===== src/common/rdrc_defines.vh =====
`ifndef RDRC_DEFINES_VH
`define RDRC_DEFINES_VH

// Digit and value limits of the BCD ring count.
`define RDRC_BCD_ZERO 16'h0000
`define RDRC_BCD_TOP 16'h9999
`define RDRC_DIGIT_MAX 4'h9
// Range table geometry: base word index, largest variant six ranges.
`define RDRC_MAX_RANGES 6
`define RDRC_SMALL_RANGES 4
`define RDRC_TABLE_WORDS 16
`define RDRC_BASE_MAX 2'h3
// Reset value of the result word.
`define RDRC_RESULT_RST 16'h0000
// Scan divider: one scan every this many core clocks.
`define RDRC_SCAN_CYCLES 16'h0004

`endif


===== src/logic/rdrc_counter.v =====
`include "rdrc_defines.vh"
`timescale 1ns/10ps
`default_nettype none

// Function
// The present value is a BCD ring count 0000..9999 wrapping both ways.
// The value moves by one only on a scan where the count input rose.
// It counts up when the direction input is low and down when high.
// Range count is the configured value plus one, at most 6 (4 small); the code always walks 6 ranges (4 small).
// Range k reads lower limit at base+2k+1 and upper at base+2k+2.
// Lower below upper gives a true bit while the value is inside, inclusive.
// Lower above upper gives a true bit while the value is outside the span.
// The clear input forces the present value to 0000.
// The program supplies every limit as four-digit BCD 0000..9999.
// Only result bits of configured ranges are written; others are kept.
// Equal limits mean a single value; clear beats a count edge.
module rdrc_counter #(
  parameter SMALL_VARIANT = 0
) (
  input wire core_clk,
  input wire sys_rst,
  input wire count_pulse_in,
  input wire up_down_select_in,
  input wire clear_in,
  input wire [1:0] range_table_base,
  input wire tbl_wr_en,
  input wire [3:0] tbl_wr_addr,
  input wire [15:0] tbl_wr_data,
  input wire res_wr_en,
  input wire [15:0] res_wr_data,
  output reg [15:0] present_value_q,
  output reg [15:0] result_word_q,
  output reg scan_done_q
);

  // *******************************************************
  // Helpers
  // *******************************************************

  // BCD increment or decrement with ring wrap.
  function [15:0] bcd_step;
    input [15:0] v;
    input down;
    integer i;
    reg carry;
    begin
      bcd_step = v;
      carry = 1'b1;
      for (i = 0; i < 4; i = i + 1) begin
        if (carry) begin
          if (!down) begin
            if (v[i*4 +: 4] == `RDRC_DIGIT_MAX) begin
              bcd_step[i*4 +: 4] = 4'h0;
            end else begin
              bcd_step[i*4 +: 4] = v[i*4 +: 4] + 4'h1;
              carry = 1'b0;
            end
          end else begin
            if (v[i*4 +: 4] == 4'h0) begin
              bcd_step[i*4 +: 4] = `RDRC_DIGIT_MAX;
            end else begin
              bcd_step[i*4 +: 4] = v[i*4 +: 4] - 4'h1;
              carry = 1'b0;
            end
          end
        end
      end
    end
  endfunction

  // Range test; BCD order equals binary order for valid digits.
  function range_hit;
    input [15:0] pv;
    input [15:0] lo;
    input [15:0] hi;
    begin
      if (lo <= hi) begin
        range_hit = (pv >= lo) && (pv <= hi);
      end else begin
        range_hit = (pv < hi) || (pv > lo);
      end
    end
  endfunction

  // *******************************************************
  // Input synchronisers and scan divider
  // *******************************************************
  reg [2:0] cnt_sync_q;
  reg [2:0] dir_sync_q;
  reg [2:0] clr_sync_q;
  reg cnt_lvl_q;
  reg dir_lvl_q;
  reg clr_lvl_q;
  reg cnt_prev_q;
  reg [15:0] div_q;
  wire scan_tick;

  // Pins pass three stages; a level changes when stages two and three agree.
  always @(posedge core_clk) begin
    if (sys_rst) begin
      cnt_sync_q <= 3'h0;
      dir_sync_q <= 3'h0;
      clr_sync_q <= 3'h0;
      cnt_lvl_q <= 1'b0;
      dir_lvl_q <= 1'b0;
      clr_lvl_q <= 1'b0;
    end else begin
      cnt_sync_q <= {cnt_sync_q[1:0], count_pulse_in};
      dir_sync_q <= {dir_sync_q[1:0], up_down_select_in};
      clr_sync_q <= {clr_sync_q[1:0], clear_in};
      if (cnt_sync_q[1] == cnt_sync_q[2]) cnt_lvl_q <= cnt_sync_q[2];
      if (dir_sync_q[1] == dir_sync_q[2]) dir_lvl_q <= dir_sync_q[2];
      if (clr_sync_q[1] == clr_sync_q[2]) clr_lvl_q <= clr_sync_q[2];
    end
  end

  assign scan_tick = (div_q == `RDRC_SCAN_CYCLES - 16'h0001);

  // The scan acts as the block's slow clock.
  always @(posedge core_clk) begin
    if (sys_rst) begin
      div_q <= 16'h0000;
    end else if (scan_tick) begin
      div_q <= 16'h0000;
    end else begin
      div_q <= div_q + 16'h0001;
    end
  end

  // *******************************************************
  // Ring counter
  // *******************************************************

  // Count edge is judged against the level seen on the previous scan.
  always @(posedge core_clk) begin
    if (sys_rst) begin
      present_value_q <= `RDRC_BCD_ZERO;
      cnt_prev_q <= 1'b0;
    end else if (scan_tick) begin
      cnt_prev_q <= cnt_lvl_q;
      if (clr_lvl_q) begin
        present_value_q <= `RDRC_BCD_ZERO;
      end else if (cnt_lvl_q && !cnt_prev_q) begin
        present_value_q <= bcd_step(present_value_q, dir_lvl_q);
      end
    end
  end

  // *******************************************************
  // Range compare sequencer
  // *******************************************************
  localparam ST_IDLE = 4'b0001;
  localparam ST_LO = 4'b0010;
  localparam ST_HI = 4'b0100;
  localparam ST_DONE = 4'b1000;

  reg [3:0] state_q;
  reg [2:0] rng_q;
  reg [2:0] n_last_q;
  reg [15:0] lo_q;
  reg [15:0] pv_snap_q;
  reg [15:0] hits_q;
  reg [15:0] mask_q;
  reg [3:0] rd_addr;
  reg [2:0] rng_fetch;
  wire [15:0] rd_data;
  wire [2:0] max_last;

  assign max_last = SMALL_VARIANT ? 3'd3 : 3'd5;

  // Word address for limit k: base + 2k + 1 (lower), +2 (upper).
  // The read lands one clock late, so HI already fetches the next pair's
  // lower limit, and IDLE always points at pair zero whatever rng_q holds.
  always @* begin
    rng_fetch = rng_q;
    if (state_q == ST_IDLE) begin
      rng_fetch = 3'h0;
    end else if (state_q == ST_HI) begin
      rng_fetch = rng_q + 3'h1;
    end
    rd_addr = {2'b00, range_table_base} + {rng_fetch, 1'b0} + 4'h1;
    if (state_q == ST_LO) begin
      rd_addr = {2'b00, range_table_base} + {rng_fetch, 1'b0} + 4'h2;
    end
  end

  rdrc_table_mem u_mem (
    .core_clk(core_clk),
    .wr_en(tbl_wr_en),
    .wr_addr(tbl_wr_addr),
    .wr_data(tbl_wr_data),
    .rd_addr(rd_addr),
    .rd_data_q(rd_data)
  );

  // Walks all six ranges (four small) once every four scans (three small); the base word is never read.
  // Reads are pipelined by one clock, so IDLE primes the first lower limit.
  always @(posedge core_clk) begin
    if (sys_rst) begin
      state_q <= ST_IDLE;
      rng_q <= 3'h0;
      n_last_q <= 3'h0;
      lo_q <= 16'h0000;
      pv_snap_q <= 16'h0000;
      hits_q <= 16'h0000;
      mask_q <= 16'h0000;
      result_word_q <= `RDRC_RESULT_RST;
      scan_done_q <= 1'b0;
    end else begin
      scan_done_q <= 1'b0;
      if (res_wr_en) begin
        result_word_q <= res_wr_data;
      end
      case (state_q)
        ST_IDLE: begin
          rng_q <= 3'h0;
          hits_q <= 16'h0000;
          mask_q <= 16'h0000;
          if (scan_tick) begin
            pv_snap_q <= present_value_q;
            state_q <= ST_LO;
          end
        end
        ST_LO: begin
          lo_q <= rd_data;
          state_q <= ST_HI;
        end
        ST_HI: begin
          hits_q[rng_q] <= range_hit(pv_snap_q, lo_q, rd_data);
          mask_q[rng_q] <= 1'b1;
          if (rng_q >= n_last_q || rng_q >= max_last) begin
            state_q <= ST_DONE;
          end else begin
            rng_q <= rng_q + 3'h1;
            state_q <= ST_LO;
          end
        end
        ST_DONE: begin
          // Untouched bits keep program data.
          result_word_q <= (result_word_q & ~mask_q) | (hits_q & mask_q);
          scan_done_q <= 1'b1;
          state_q <= ST_IDLE;
        end
        default: begin
          state_q <= ST_IDLE;
        end
      endcase
      // Range count is fixed: last index 3'd5, not read from the base word.
      n_last_q <= 3'd5;
    end
  end

endmodule // rdrc_counter

`default_nettype wire


===== src/logic/rdrc_table_mem.v =====
`timescale 1ns/10ps
`default_nettype none

// *********************************************************
// Range table memory: one write port, one registered read.
// *********************************************************
module rdrc_table_mem (
  input wire core_clk,
  input wire wr_en,
  input wire [3:0] wr_addr,
  input wire [15:0] wr_data,
  input wire [3:0] rd_addr,
  output reg [15:0] rd_data_q
);

  reg [15:0] mem_q [0:15];

  // Writes land at once; reads come out one clock later.
  always @(posedge core_clk) begin
    if (wr_en) begin
      mem_q[wr_addr] <= wr_data;
    end
    rd_data_q <= mem_q[rd_addr];
  end

endmodule // rdrc_table_mem

`default_nettype wire


===== config.mk =====
export PLATFORM = sky130hd
export DESIGN_NAME = rdrc_counter
export DESIGN_NICKNAME = d
export VERILOG_FILES = /design/src/logic/rdrc_counter.v /design/src/logic/rdrc_table_mem.v
export VERILOG_INCLUDE_DIRS = /design/src /design/src/common
export SDC_FILE = /design/constraint.sdc
export NUM_CORES = 1
export LEC_CHECK = 0
export BUFFER_PORTS_ARGS = -buffer_cell sky130_fd_sc_hd__buf_4
export CAP_MARGIN = 20
export CELL_PAD_IN_SITES_DETAIL_PLACEMENT = 1
export CELL_PAD_IN_SITES_GLOBAL_PLACEMENT = 1
export CORE_UTILIZATION = 50
export DETAILED_ROUTE_END_ITERATION = 7
export GPL_ROUTABILITY_DRIVEN = 0
export GPL_TIMING_DRIVEN = 0
export PLACE_DENSITY_LB_ADDON = 0.12
export SLEW_MARGIN = 20
export SYNTH_ARGS = -nofsm -noshare
export SYNTH_HDL_FRONTEND = slang
export SYNTH_SLANG_ARGS = --single-unit
export TNS_END_PERCENT = 50

===== constraint.sdc =====
create_clock -name core_clk -period 4.2 [get_ports core_clk]
set_input_delay 0.21 -clock core_clk [delete_from_list [all_inputs] [get_ports core_clk]]
set_output_delay 0.21 -clock core_clk [all_outputs]
set_load 0.005 [all_outputs]

Yosys cells after proc, flatten, opt, wreduce, memory -nomap -nowiden:

Memories as Yosys holds them, arrays and structs flattened. A register that Yosys moved wholly into a read port is not among the register bits.
Cells that the tools add are included.

* register bits: 136
* bits in latches: 0
* bits in writable memories: 256
* bits in read-only memories: 0
* bits of input ports: 45
* output and inout bits: 33
* memories: 1

Memories
* u_mem.mem_q: depth 16, bits a word 16, rd ports 1, clocked after Yosys merged registers in 1, write ports 1, RTL line rdrc_table_mem.v:16 `reg [15:0] mem_q [0:15];`

* add/subtract/negate cells: 13
* multiply operators: 0
* div/mod/pow operators: 0
* order comparisons: 9
* eq/ne operators: 14
* shifts and indexed selects: 0
* multiplexer cells: 62
* bitwise logic cells: 5
* reduce and logical (&&, ||, !) cells: 23

Operators with widths (number)
* $mux W4: 18
* $mux W16: 4
* $pmux W16 S2: 2
* $and A16 B16 Y16: 2
* $le A16 B16 Y1: 2
* $mux W1: 30
* $add A4 B1 Y4 const B: 5
* $eq A4 B4 Y1 const B: 5
* $add A16 B1 Y16 const B: 1
* $bwmux W16: 1
* $eq A16 B2 Y1 const B: 1
* $ge A16 B16 Y1: 1
* $gt A16 B16 Y1: 1
* $logic_not A4 Y1: 4
* $lt A16 B16 Y1: 1
* $not A16 Y16: 1
* $or A16 B16 Y16: 1
* $or A16 B8 Y16: 1
* $sub A4 B1 Y4 const B: 4
* $mux W3: 4
* $pmux W4 S3: 1
* $reduce_bool A2 Y1: 6
* $reduce_and A3 Y1: 3
* $pmux W3 S2: 1
* other kinds (18): 26

Logic depth before layout (Yosys ltp):

Gate-level depths: netlist of the first run.

* depth in word-level cells: 20
* depth in mapped cells: 15

Modules after synthesis:

A second synthesis of the first run with hierarchy kept.

* cell total of the unflattened synthesis: 1232
* area, all modules: 16602.2 um2

By module, submodules not included
* rdrc_table_mem: times used 1, cells an instance 432, area an instance 10043.4 um2, seq. area each 8007.7 um2
* rdrc_counter: times used 1, cells an instance 800, area an instance 6558.8 um2, seq. area each 2362.3 um2

Least setup slack after synthesis of the first run:

Ideal clock, no wire load.

* path type: register to register
* start point: reg state_q[3]
* end point: reg u_mem.rd_data_q[0] (read register of u_mem.mem_q)
* setup time: 0.140 ns
* data arrival time: 3.290 ns
* data required time: 4.060 ns
* path slack: 0.770 ns
* cell stages (with the launch flop): 15
* path buffers: 3
* clock period less this slack: 3.430 ns
* cell sequence: dfxtp_1 clkbuf_1 nor2_1 nand3b_1 clkinv_1 ha_1 nor2_1 ha_1 ha_1 o21ai_2 clkbuf_1 buf_2 mux4_2 nand2_1 a31oi_1

* cells in the longest elaborated chain, start to end: 6
* elaborated cells between the ends (all ways): 9

RTL lines
* start, declared: RTL line rdrc_counter.v:157 `reg [3:0] state_q;`
* start signal, assigned: RTL line rdrc_counter.v:200 `state_q <= ST_IDLE;`
* start signal, assigned: RTL line rdrc_counter.v:221 `state_q <= ST_LO;`
* start signal, assigned: RTL line rdrc_counter.v:226 `state_q <= ST_HI;`
* $eq A4 B3 Y1: RTL line rdrc_counter.v:178 `end else if (state_q == ST_HI) begin`
* $mux W3: RTL line rdrc_counter.v:178
* $mux W3: RTL line rdrc_counter.v:176 `if (state_q == ST_IDLE) begin`
* $add A2 B4 Y4: RTL line rdrc_counter.v:181, rdrc_counter.v:183
* $add A4 B1 Y4 / $add A4 B2 Y4 (equally long branches): RTL line rdrc_counter.v:181, rdrc_counter.v:183
* $mux W4 *: RTL line rdrc_counter.v:182 `if (state_q == ST_LO) begin`
* end, declared: RTL line rdrc_table_mem.v:13 `output reg [15:0] rd_data_q`

Every way passes the cells marked *; elsewhere a longest branch is shown, timed or not.
A chain may end at the register's enable or synchronous reset.

Final worst setup path of the first run:

* start point: reg state_q[3]
* end point: reg u_mem.rd_data_q[7] (read register of u_mem.mem_q)

The elaborated chain is that of the path after synthesis.

==> metrics.txt, run 1 <==
outcome=finished clean; clock power share=43.1%; actual slew at the worst max-slew pin=1.03 ns; NetSw=0.00216 W; Final ANT Viol Nets=0; final WL=41300 µm; Mapped Area=0.0166 mm²; Sw Ratio=23.7%; Area Growth Syn to Fin=19.6%; Num CTS Buffers=42; Seq pwr share=46.7%; dpl hpwl=28600 µm; f_max=0.253 GHz; DR vias=10700; fin nets=1541; max_slew headroom=30.7%; Port Buf Inserts=76; Layout Skew=0.0313 ns; grt total ovfl=0; Yosys top cell by area=edfxtp_1; commonest cells after routing, fill and taps aside=edfxtp_1, nand2_1, dfxtp_1; setup violators final=0; Synth area leaders=edfxtp_1, dfxtp_1, mux4_2; final hold vios=0; Syn Inst Count=1253; Non-Filler Instances=1901; Seq/Total Area, Yosys=62.5%; Pint=0.00694 W; largest net degree at the start of global routing=17; Vias/cell=5.63; worst skew pair latency=0.58 ns; vias in the first global route=11500; hold slack=0.0624 ns; MaxCap Viol Count=0; critical path arrival=4.42 ns; fin crit period=3.95 ns; Min-Delay Path Depth=3; placed inst area=0.0180 mm²; final instance area=0.0199 mm²; Tcrit/Tclk final=94.2%; cell total after placement=1791; Power Total=0.00910 W; Rows=66; drt pass-1 iters=4; # diodes=0; die width=184 µm; fraction of layout cells with a size suffix above 1=19.4%; worst r2r path cells=14; CTS Buffer Depth=3; CP Launch Type=flip-flop; maximum VDD drop=0.434 mV; WS Path Type=reg -> reg; global-route wire length before repair=64500 µm; Yosys top cell area share=46.3%; most common cell after layout, fill and taps aside=edfxtp_1; post-route setup slack=0.245 ns; fin. max-slew vios=0; Seq cells post-synth=390; power per standard cell area=458 mW/mm²; Crit path required time=4.67 ns; ys flop type=edfxtp_1; CTS sink count=390; CTS tree=built; io pins=78; RSZ-0062 raised after global routing=no; Die ar.=0.0339 mm²; wire per inst=21.7 µm; clock-pin slew on the worst setup and hold paths=0.06 ns; HP Class=in -> reg; Logic pwr share=10.2%; Post-synth EDFFs=256; pre-CTS setup slack=-0.589 ns; initial antenna violation count=0; mean area per synthesized cell=13.2 µm²; count of yosys warnings during synthesis=0; initial core utilization=50.9%; GRT Resource Usage Total=25.5%; Critical Path Fanout Max=10; DRC Markers=0; height of the die=184 µm; CP Capture Type=flip-flop; Leak=7.08 nW; CTS H-tree depth=2; Core Area=0.0326 mm²; async set-reset flop share out of synthesis=0%; synth unique cells=65; Synthesized Nets=1369; CTS root buf=clkbuf_16; DRT iter0 DRCs=553
cell families after synthesis:
| kind of cell | share of synthesized area (%) |
|---|---|
| buffers and inverters | 2.75 |
| AOI/OAI and AO/OA | 8.34 |
| DFF | 62.5 |
| xor gates and xnor gates | 1.26 |
| and+or+nand+nor | 10.7 |
| muxes | 9.10 |
| adders and majority gates | 5.35 |
sequential cells by signal (all words and copies together) (netlist names), 3 cells and up:
name,flops
cnt_sync_q,3
present_value_q,16
u_mem.mem_q,256
hits_q,8
result_word_q,16
clr_sync_q,3
lo_q,16
u_mem.rd_data_q,16
dir_sync_q,3
div_q,16
mask_q,8
rng_q,3
state_q,4
pv_snap_q,16
path summary, 6_finish.rpt:
check	startpoint	to	slack, ns
worst min register to register	clr_sync_q[0]	clr_sync_q[1]	0.44
worst max register to register	state_q[3]	u_mem.rd_data_q[7]	0.25
worst min-delay path	res_wr_data[4]	result_word_q[4]	0.06
worst max-delay path	state_q[3]	u_mem.rd_data_q[7]	0.25
critical path: stages, from the launching register on:
cell	delay (ns)
dfxtp_1	0.30
clkbuf_1	0.27
nor2_1	0.11
nand3b_1	0.21
clkinv_2	0.20
ha_1	0.32
nor2_1	0.04
ha_1	0.22
ha_1	0.30
ha_1	0.28
nand2_1	0.06
o21ai_1	0.31
clkbuf_1	0.60
a211oi_2	0.28
a31oi_1	0.32
synth_stat cells (all sizes together), types with 6 or more instances:
| master | n |
|---|---|
| edfxtp | 256 |
| nand2 | 154 |
| dfxtp | 134 |
| a21oi | 93 |
| nor2 | 72 |
| ha | 71 |
| mux4 | 64 |
| inv | 55 |
| clkbuf | 37 |
| nand3 | 29 |
| o21ai | 23 |
| a211oi | 21 |
| a31oi | 21 |
| and2 | 17 |
| buf | 17 |
| nand4 | 17 |
| nor2b | 17 |
| nor3 | 15 |
| xor2 | 14 |
| nor3b | 12 |
| o31ai | 11 |
| a2111oi | 9 |
| xnor2 | 9 |
| nand2b | 8 |
| and3 | 7 |
| nand3b | 6 |
per-layer routing:
metal,part of all wire [%],vias to the layer above,global-route usage [%],wire (µm)
met5,0,-,0,0
met4,3.2,0,9.63,1310
met3,3.4,73,3.97,1410
met2,53,209,46.6,21700
met1,41,5385,30.1,16800
li1,-,5044,-,-
repair_timing:
action	in CTS	in global routing
gates resized for setup	14	5
gates cloned	0	0
endpoints found under the setup margin	16	8
hold buffers	30	0
endpoints found under the hold margin	270	0
setup buffers	0	2
pin swaps	0	1
power by group through the flow:
stage	clock network (W)	logic [W]	registers (W)
floorplan	0	0.000561	0.00431
finish	0.00392	0.000931	0.00425
global placement	0	0.000864	0.00432
global route	0.00414	0.00102	0.00426
detailed placement	0	0.000904	0.00433
CTS	0.00399	0.000943	0.00425
area by class of cell:
cell class	instances	area [µm²]
Multi-Input combinational cell	752	5860
Inverter	57	215
Fill cell	3149	12800
Clock inverter	28	363
Buffer	54	258
Sequential cell	390	10400
Clock buffer	50	1120
Timing Repair Buffer	128	1120
Tap cell	442	553
stage by stage:
step	util [%]	setup TNS [ns]
finish	60.9	0
global route	60.9	0
CTS	60.8	0
detailed placement	55.2	-6.33
global placement	54.3	-4.86
floorplan	-	0
Power figures use the tool's default switching activity.
==> run 2: changes to the inputs <==
CTS_BUF_LIST = sky130_fd_sc_hd__clkbuf_8   (was default)
==> run 2 against run 1 <==
- die area stayed put
- utilization is 0.64 points lower
- critical endpoint unchanged
- highest routed layer unchanged
- setup slack worse by 0.049 ns
- via count is 1.5% higher
- critical path depth is 1 higher
- critical path type unchanged
- clock skew is 0.0028 ns lower
- cell count is 2.4% higher
- combinational power is 0.6% higher
- final area is 1.0% lower
- largest power group unchanged
- flip-flop and latch count stayed put
- wire length is 0.39% higher
==> metrics.txt, run 2 (synthesized netlist as in run 1, its figures left out) <==
io pins=78 (unchanged); final instance area=0.0197 mm² (was 0.0199 mm²); Non-Filler Instances=1947 (was 1901); height of the die=184 µm (unchanged); CP Launch Type=flip-flop (unchanged); Crit path top cell by count=ha_1 (unchanged); grt total ovfl=0 (unchanged); worst path cell trace=clkbuf_1 > nor2_1 > nand3b_1 > clkinvlp_4 > ha_1 > nor2_1 > ha_1 > ha_1 > o21ai_4 > buf_12 > buf_4 > mux4_2 > and2_1 > a211oi_2 > a31oi_1 (was clkbuf_1 > nor2_1 > nand3b_1 > clkinv_2 > ha_1 > nor2_1 > ha_1 > ha_1 > ha_1 > nand2_1 > o21ai_1 > clkbuf_1 > a211oi_2 > a31oi_1); register area=0.0104 mm² (unchanged); Core Area=0.0326 mm² (unchanged); Crit path required time=4.63 ns (was 4.67 ns); Power Total=0.00832 W (was 0.00910 W); Layout Skew=0.0285 ns (was 0.0313 ns); HP Class=in -> reg (unchanged); Tcrit/Tclk final=95.3% (was 94.2%); fraction of layout cells with a size suffix above 1=19.9% (was 19.4%); vias in the first global route=11600 (was 11500); Filler Cell Count=3250 (was 3149); GRT Resource Usage Total=25.3% (was 25.5%); Seq pwr share=51.1% (was 46.7%); Vias/cell=5.58 (was 5.63); Logic pwr share=11.3% (was 10.2%); Leak=7.06 nW (was 7.08 nW); NetSw=0.00215 W (was 0.00216 W); Rows=66 (unchanged); CTS Buffer Depth=3 (unchanged); max_slew headroom=31.1% (was 30.7%); fin. max-slew vios=0 (unchanged); initial antenna violation count=0 (unchanged); clock power share=37.6% (was 43.1%); # diodes=0 (unchanged); CP Capture Type=flip-flop (unchanged); MaxCap Viol Count=0 (unchanged); critical path arrival=4.44 ns (was 4.42 ns); maximum VDD drop=0.448 mV (was 0.434 mV); setup_tns=0 ns (unchanged); slowest library cell on the worst path=a211oi_2 (was clkbuf_1); outcome=finished clean (unchanged); setup violators final=0 (unchanged); final WL=41400 µm (was 41300 µm); DR vias=10900 (was 10700); Critical Path Fanout Max=10 (unchanged); die width=184 µm (unchanged); actual slew at the worst max-slew pin=1.03 ns (about the same); DRC Markers=0 (unchanged); placed inst area=0.0180 mm² (unchanged); power per standard cell area=423 mW/mm² (was 458 mW/mm²); Final ANT Viol Nets=0 (unchanged); footprint of the multi-input gates=0.00586 mm² (about the same); Port Buf Inserts=76 (unchanged); max incr delay on CP=0.38 ns (was 0.60 ns); CTS root buf=clkbuf_8 (was clkbuf_16); fin crit period=4.00 ns (was 3.95 ns); CTS tree=built (unchanged); largest net degree at the start of global routing=17 (unchanged); max reg flops=256 (unchanged); fin nets=1571 (was 1541); Area Growth Syn to Fin=18.4% (was 19.6%); most common cell after layout, fill and taps aside=edfxtp_1 (unchanged); Die ar.=0.0339 mm² (unchanged); final hold vios=0 (unchanged); CTS H-tree depth=3 (was 2); initial core utilization=50.9% (unchanged); Num CTS Buffers=67 (was 42); dpl hpwl=28600 µm (unchanged); worst skew pair latency=0.62 ns (was 0.58 ns); global-route wire length before repair=64200 µm (was 64500 µm); wire per inst=21.3 µm (was 21.7 µm); commonest cells after routing, fill and taps aside=edfxtp_1, nand2_1, dfxtp_1 (unchanged); RSZ-0062 raised after global routing=no (unchanged); clock-pin slew on the worst setup and hold paths=0.05 ns (was 0.06 ns); f_max=0.250 GHz (was 0.253 GHz); cell total after placement=1791 (unchanged); WS Path Type=reg -> reg (unchanged); Pint=0.00617 W (was 0.00694 W); DRT iter0 DRCs=538 (was 553); drt pass-1 iters=5 (was 4); largest register by flop count=u_mem.mem_q (unchanged); Sw Ratio=25.8% (was 23.7%); CTS sink count=390 (unchanged)
run 2: cell types whose count changed in the layout (fill, tap and decap cells not counted), sizes merged:
cell	change
buf	+2
bufinv	-7
clkbuf	+21
clkinv	+4
clkinvlp	+3
dlygate4sd3	+3
inv	+20
run 2: path summary, 6_finish.rpt:
| kind | from | endpoint | slack (ns) | cells after the start |
|---|---|---|---|---|
| worst max-delay path | state_q[3] | u_mem.rd_data_q[7] | 0.20 | 15 |
| worst min-delay path | res_wr_data[0] | result_word_q[0] | 0.05 | 3 |
| worst max register to register | state_q[3] | u_mem.rd_data_q[7] | 0.20 | 15 |
| worst min register to register | dir_sync_q[0] | dir_sync_q[1] | 0.45 | 1 |
run 2: critical path, delay by kind of cell (launching register included):
kind / cells / cell delay (ns)
AO/OA/AOI/OAI: 3 / 0.69
multiplexers: 1 / 0.31
flip-flops: 1 / 0.30
adder cells (fa/ha/maj): 3 / 1.06
AND/OR/NAND/NOR: 4 / 0.59
buffers and inverters: 4 / 0.89
run 2: final cells by class:
cell class	count	share of cell area, %
plain buffers	54	1.32
clock buffers	71	4.97
clock inverters	48	1.20
inverters	57	1.11
multi-input cells	752	29.8
flip-flops and latches	390	52.8
well taps	442	2.81
repair buffers	133	5.99
run 2: power by group through the flow:
stage	combinational, W	clock (W)	sequential [W]
2_1_floorplan	0.000561	0	0.00431
3_3_place_gp	0.000864	0	0.00432
3_5_place_dp	0.000904	0	0.00433
4_1_cts	0.000940	0.00321	0.00425
5_1_grt	0.00102	0.00336	0.00426
6_report	0.000937	0.00313	0.00425
run 2: per-layer routing:
layer	part of all wire [%]	global-route usage [%]
met1	41	29.7
met2	53	46.3
met3	3.4	3.87
met4	2.8	10.4
met5	0	0
run 2: through the flow:
stage | utilization (%) | setup WS [ns] | hold slack [ns]
2_1_floorplan | - | 0.770 | 0.309
3_3_place_gp | 54.3 | -0.452 | 0.426
3_5_place_dp | 55.2 | -0.589 | 0.424
4_1_cts | 60.1 | 0.0188 | 0.0209
5_1_grt | 60.2 | 0.0396 | 0.0595
6_report | 60.2 | 0.196 | 0.0534
run 2: what timing repair did:
action                                  CTS  global route
endpoints found under the setup margin   16            16
pin swaps                                 0             1
resized for setup                        12            11
setup buffers                             0             4
hold buffers                             33             0
hold endpoints to repair                278             0
cloned                                    0             0
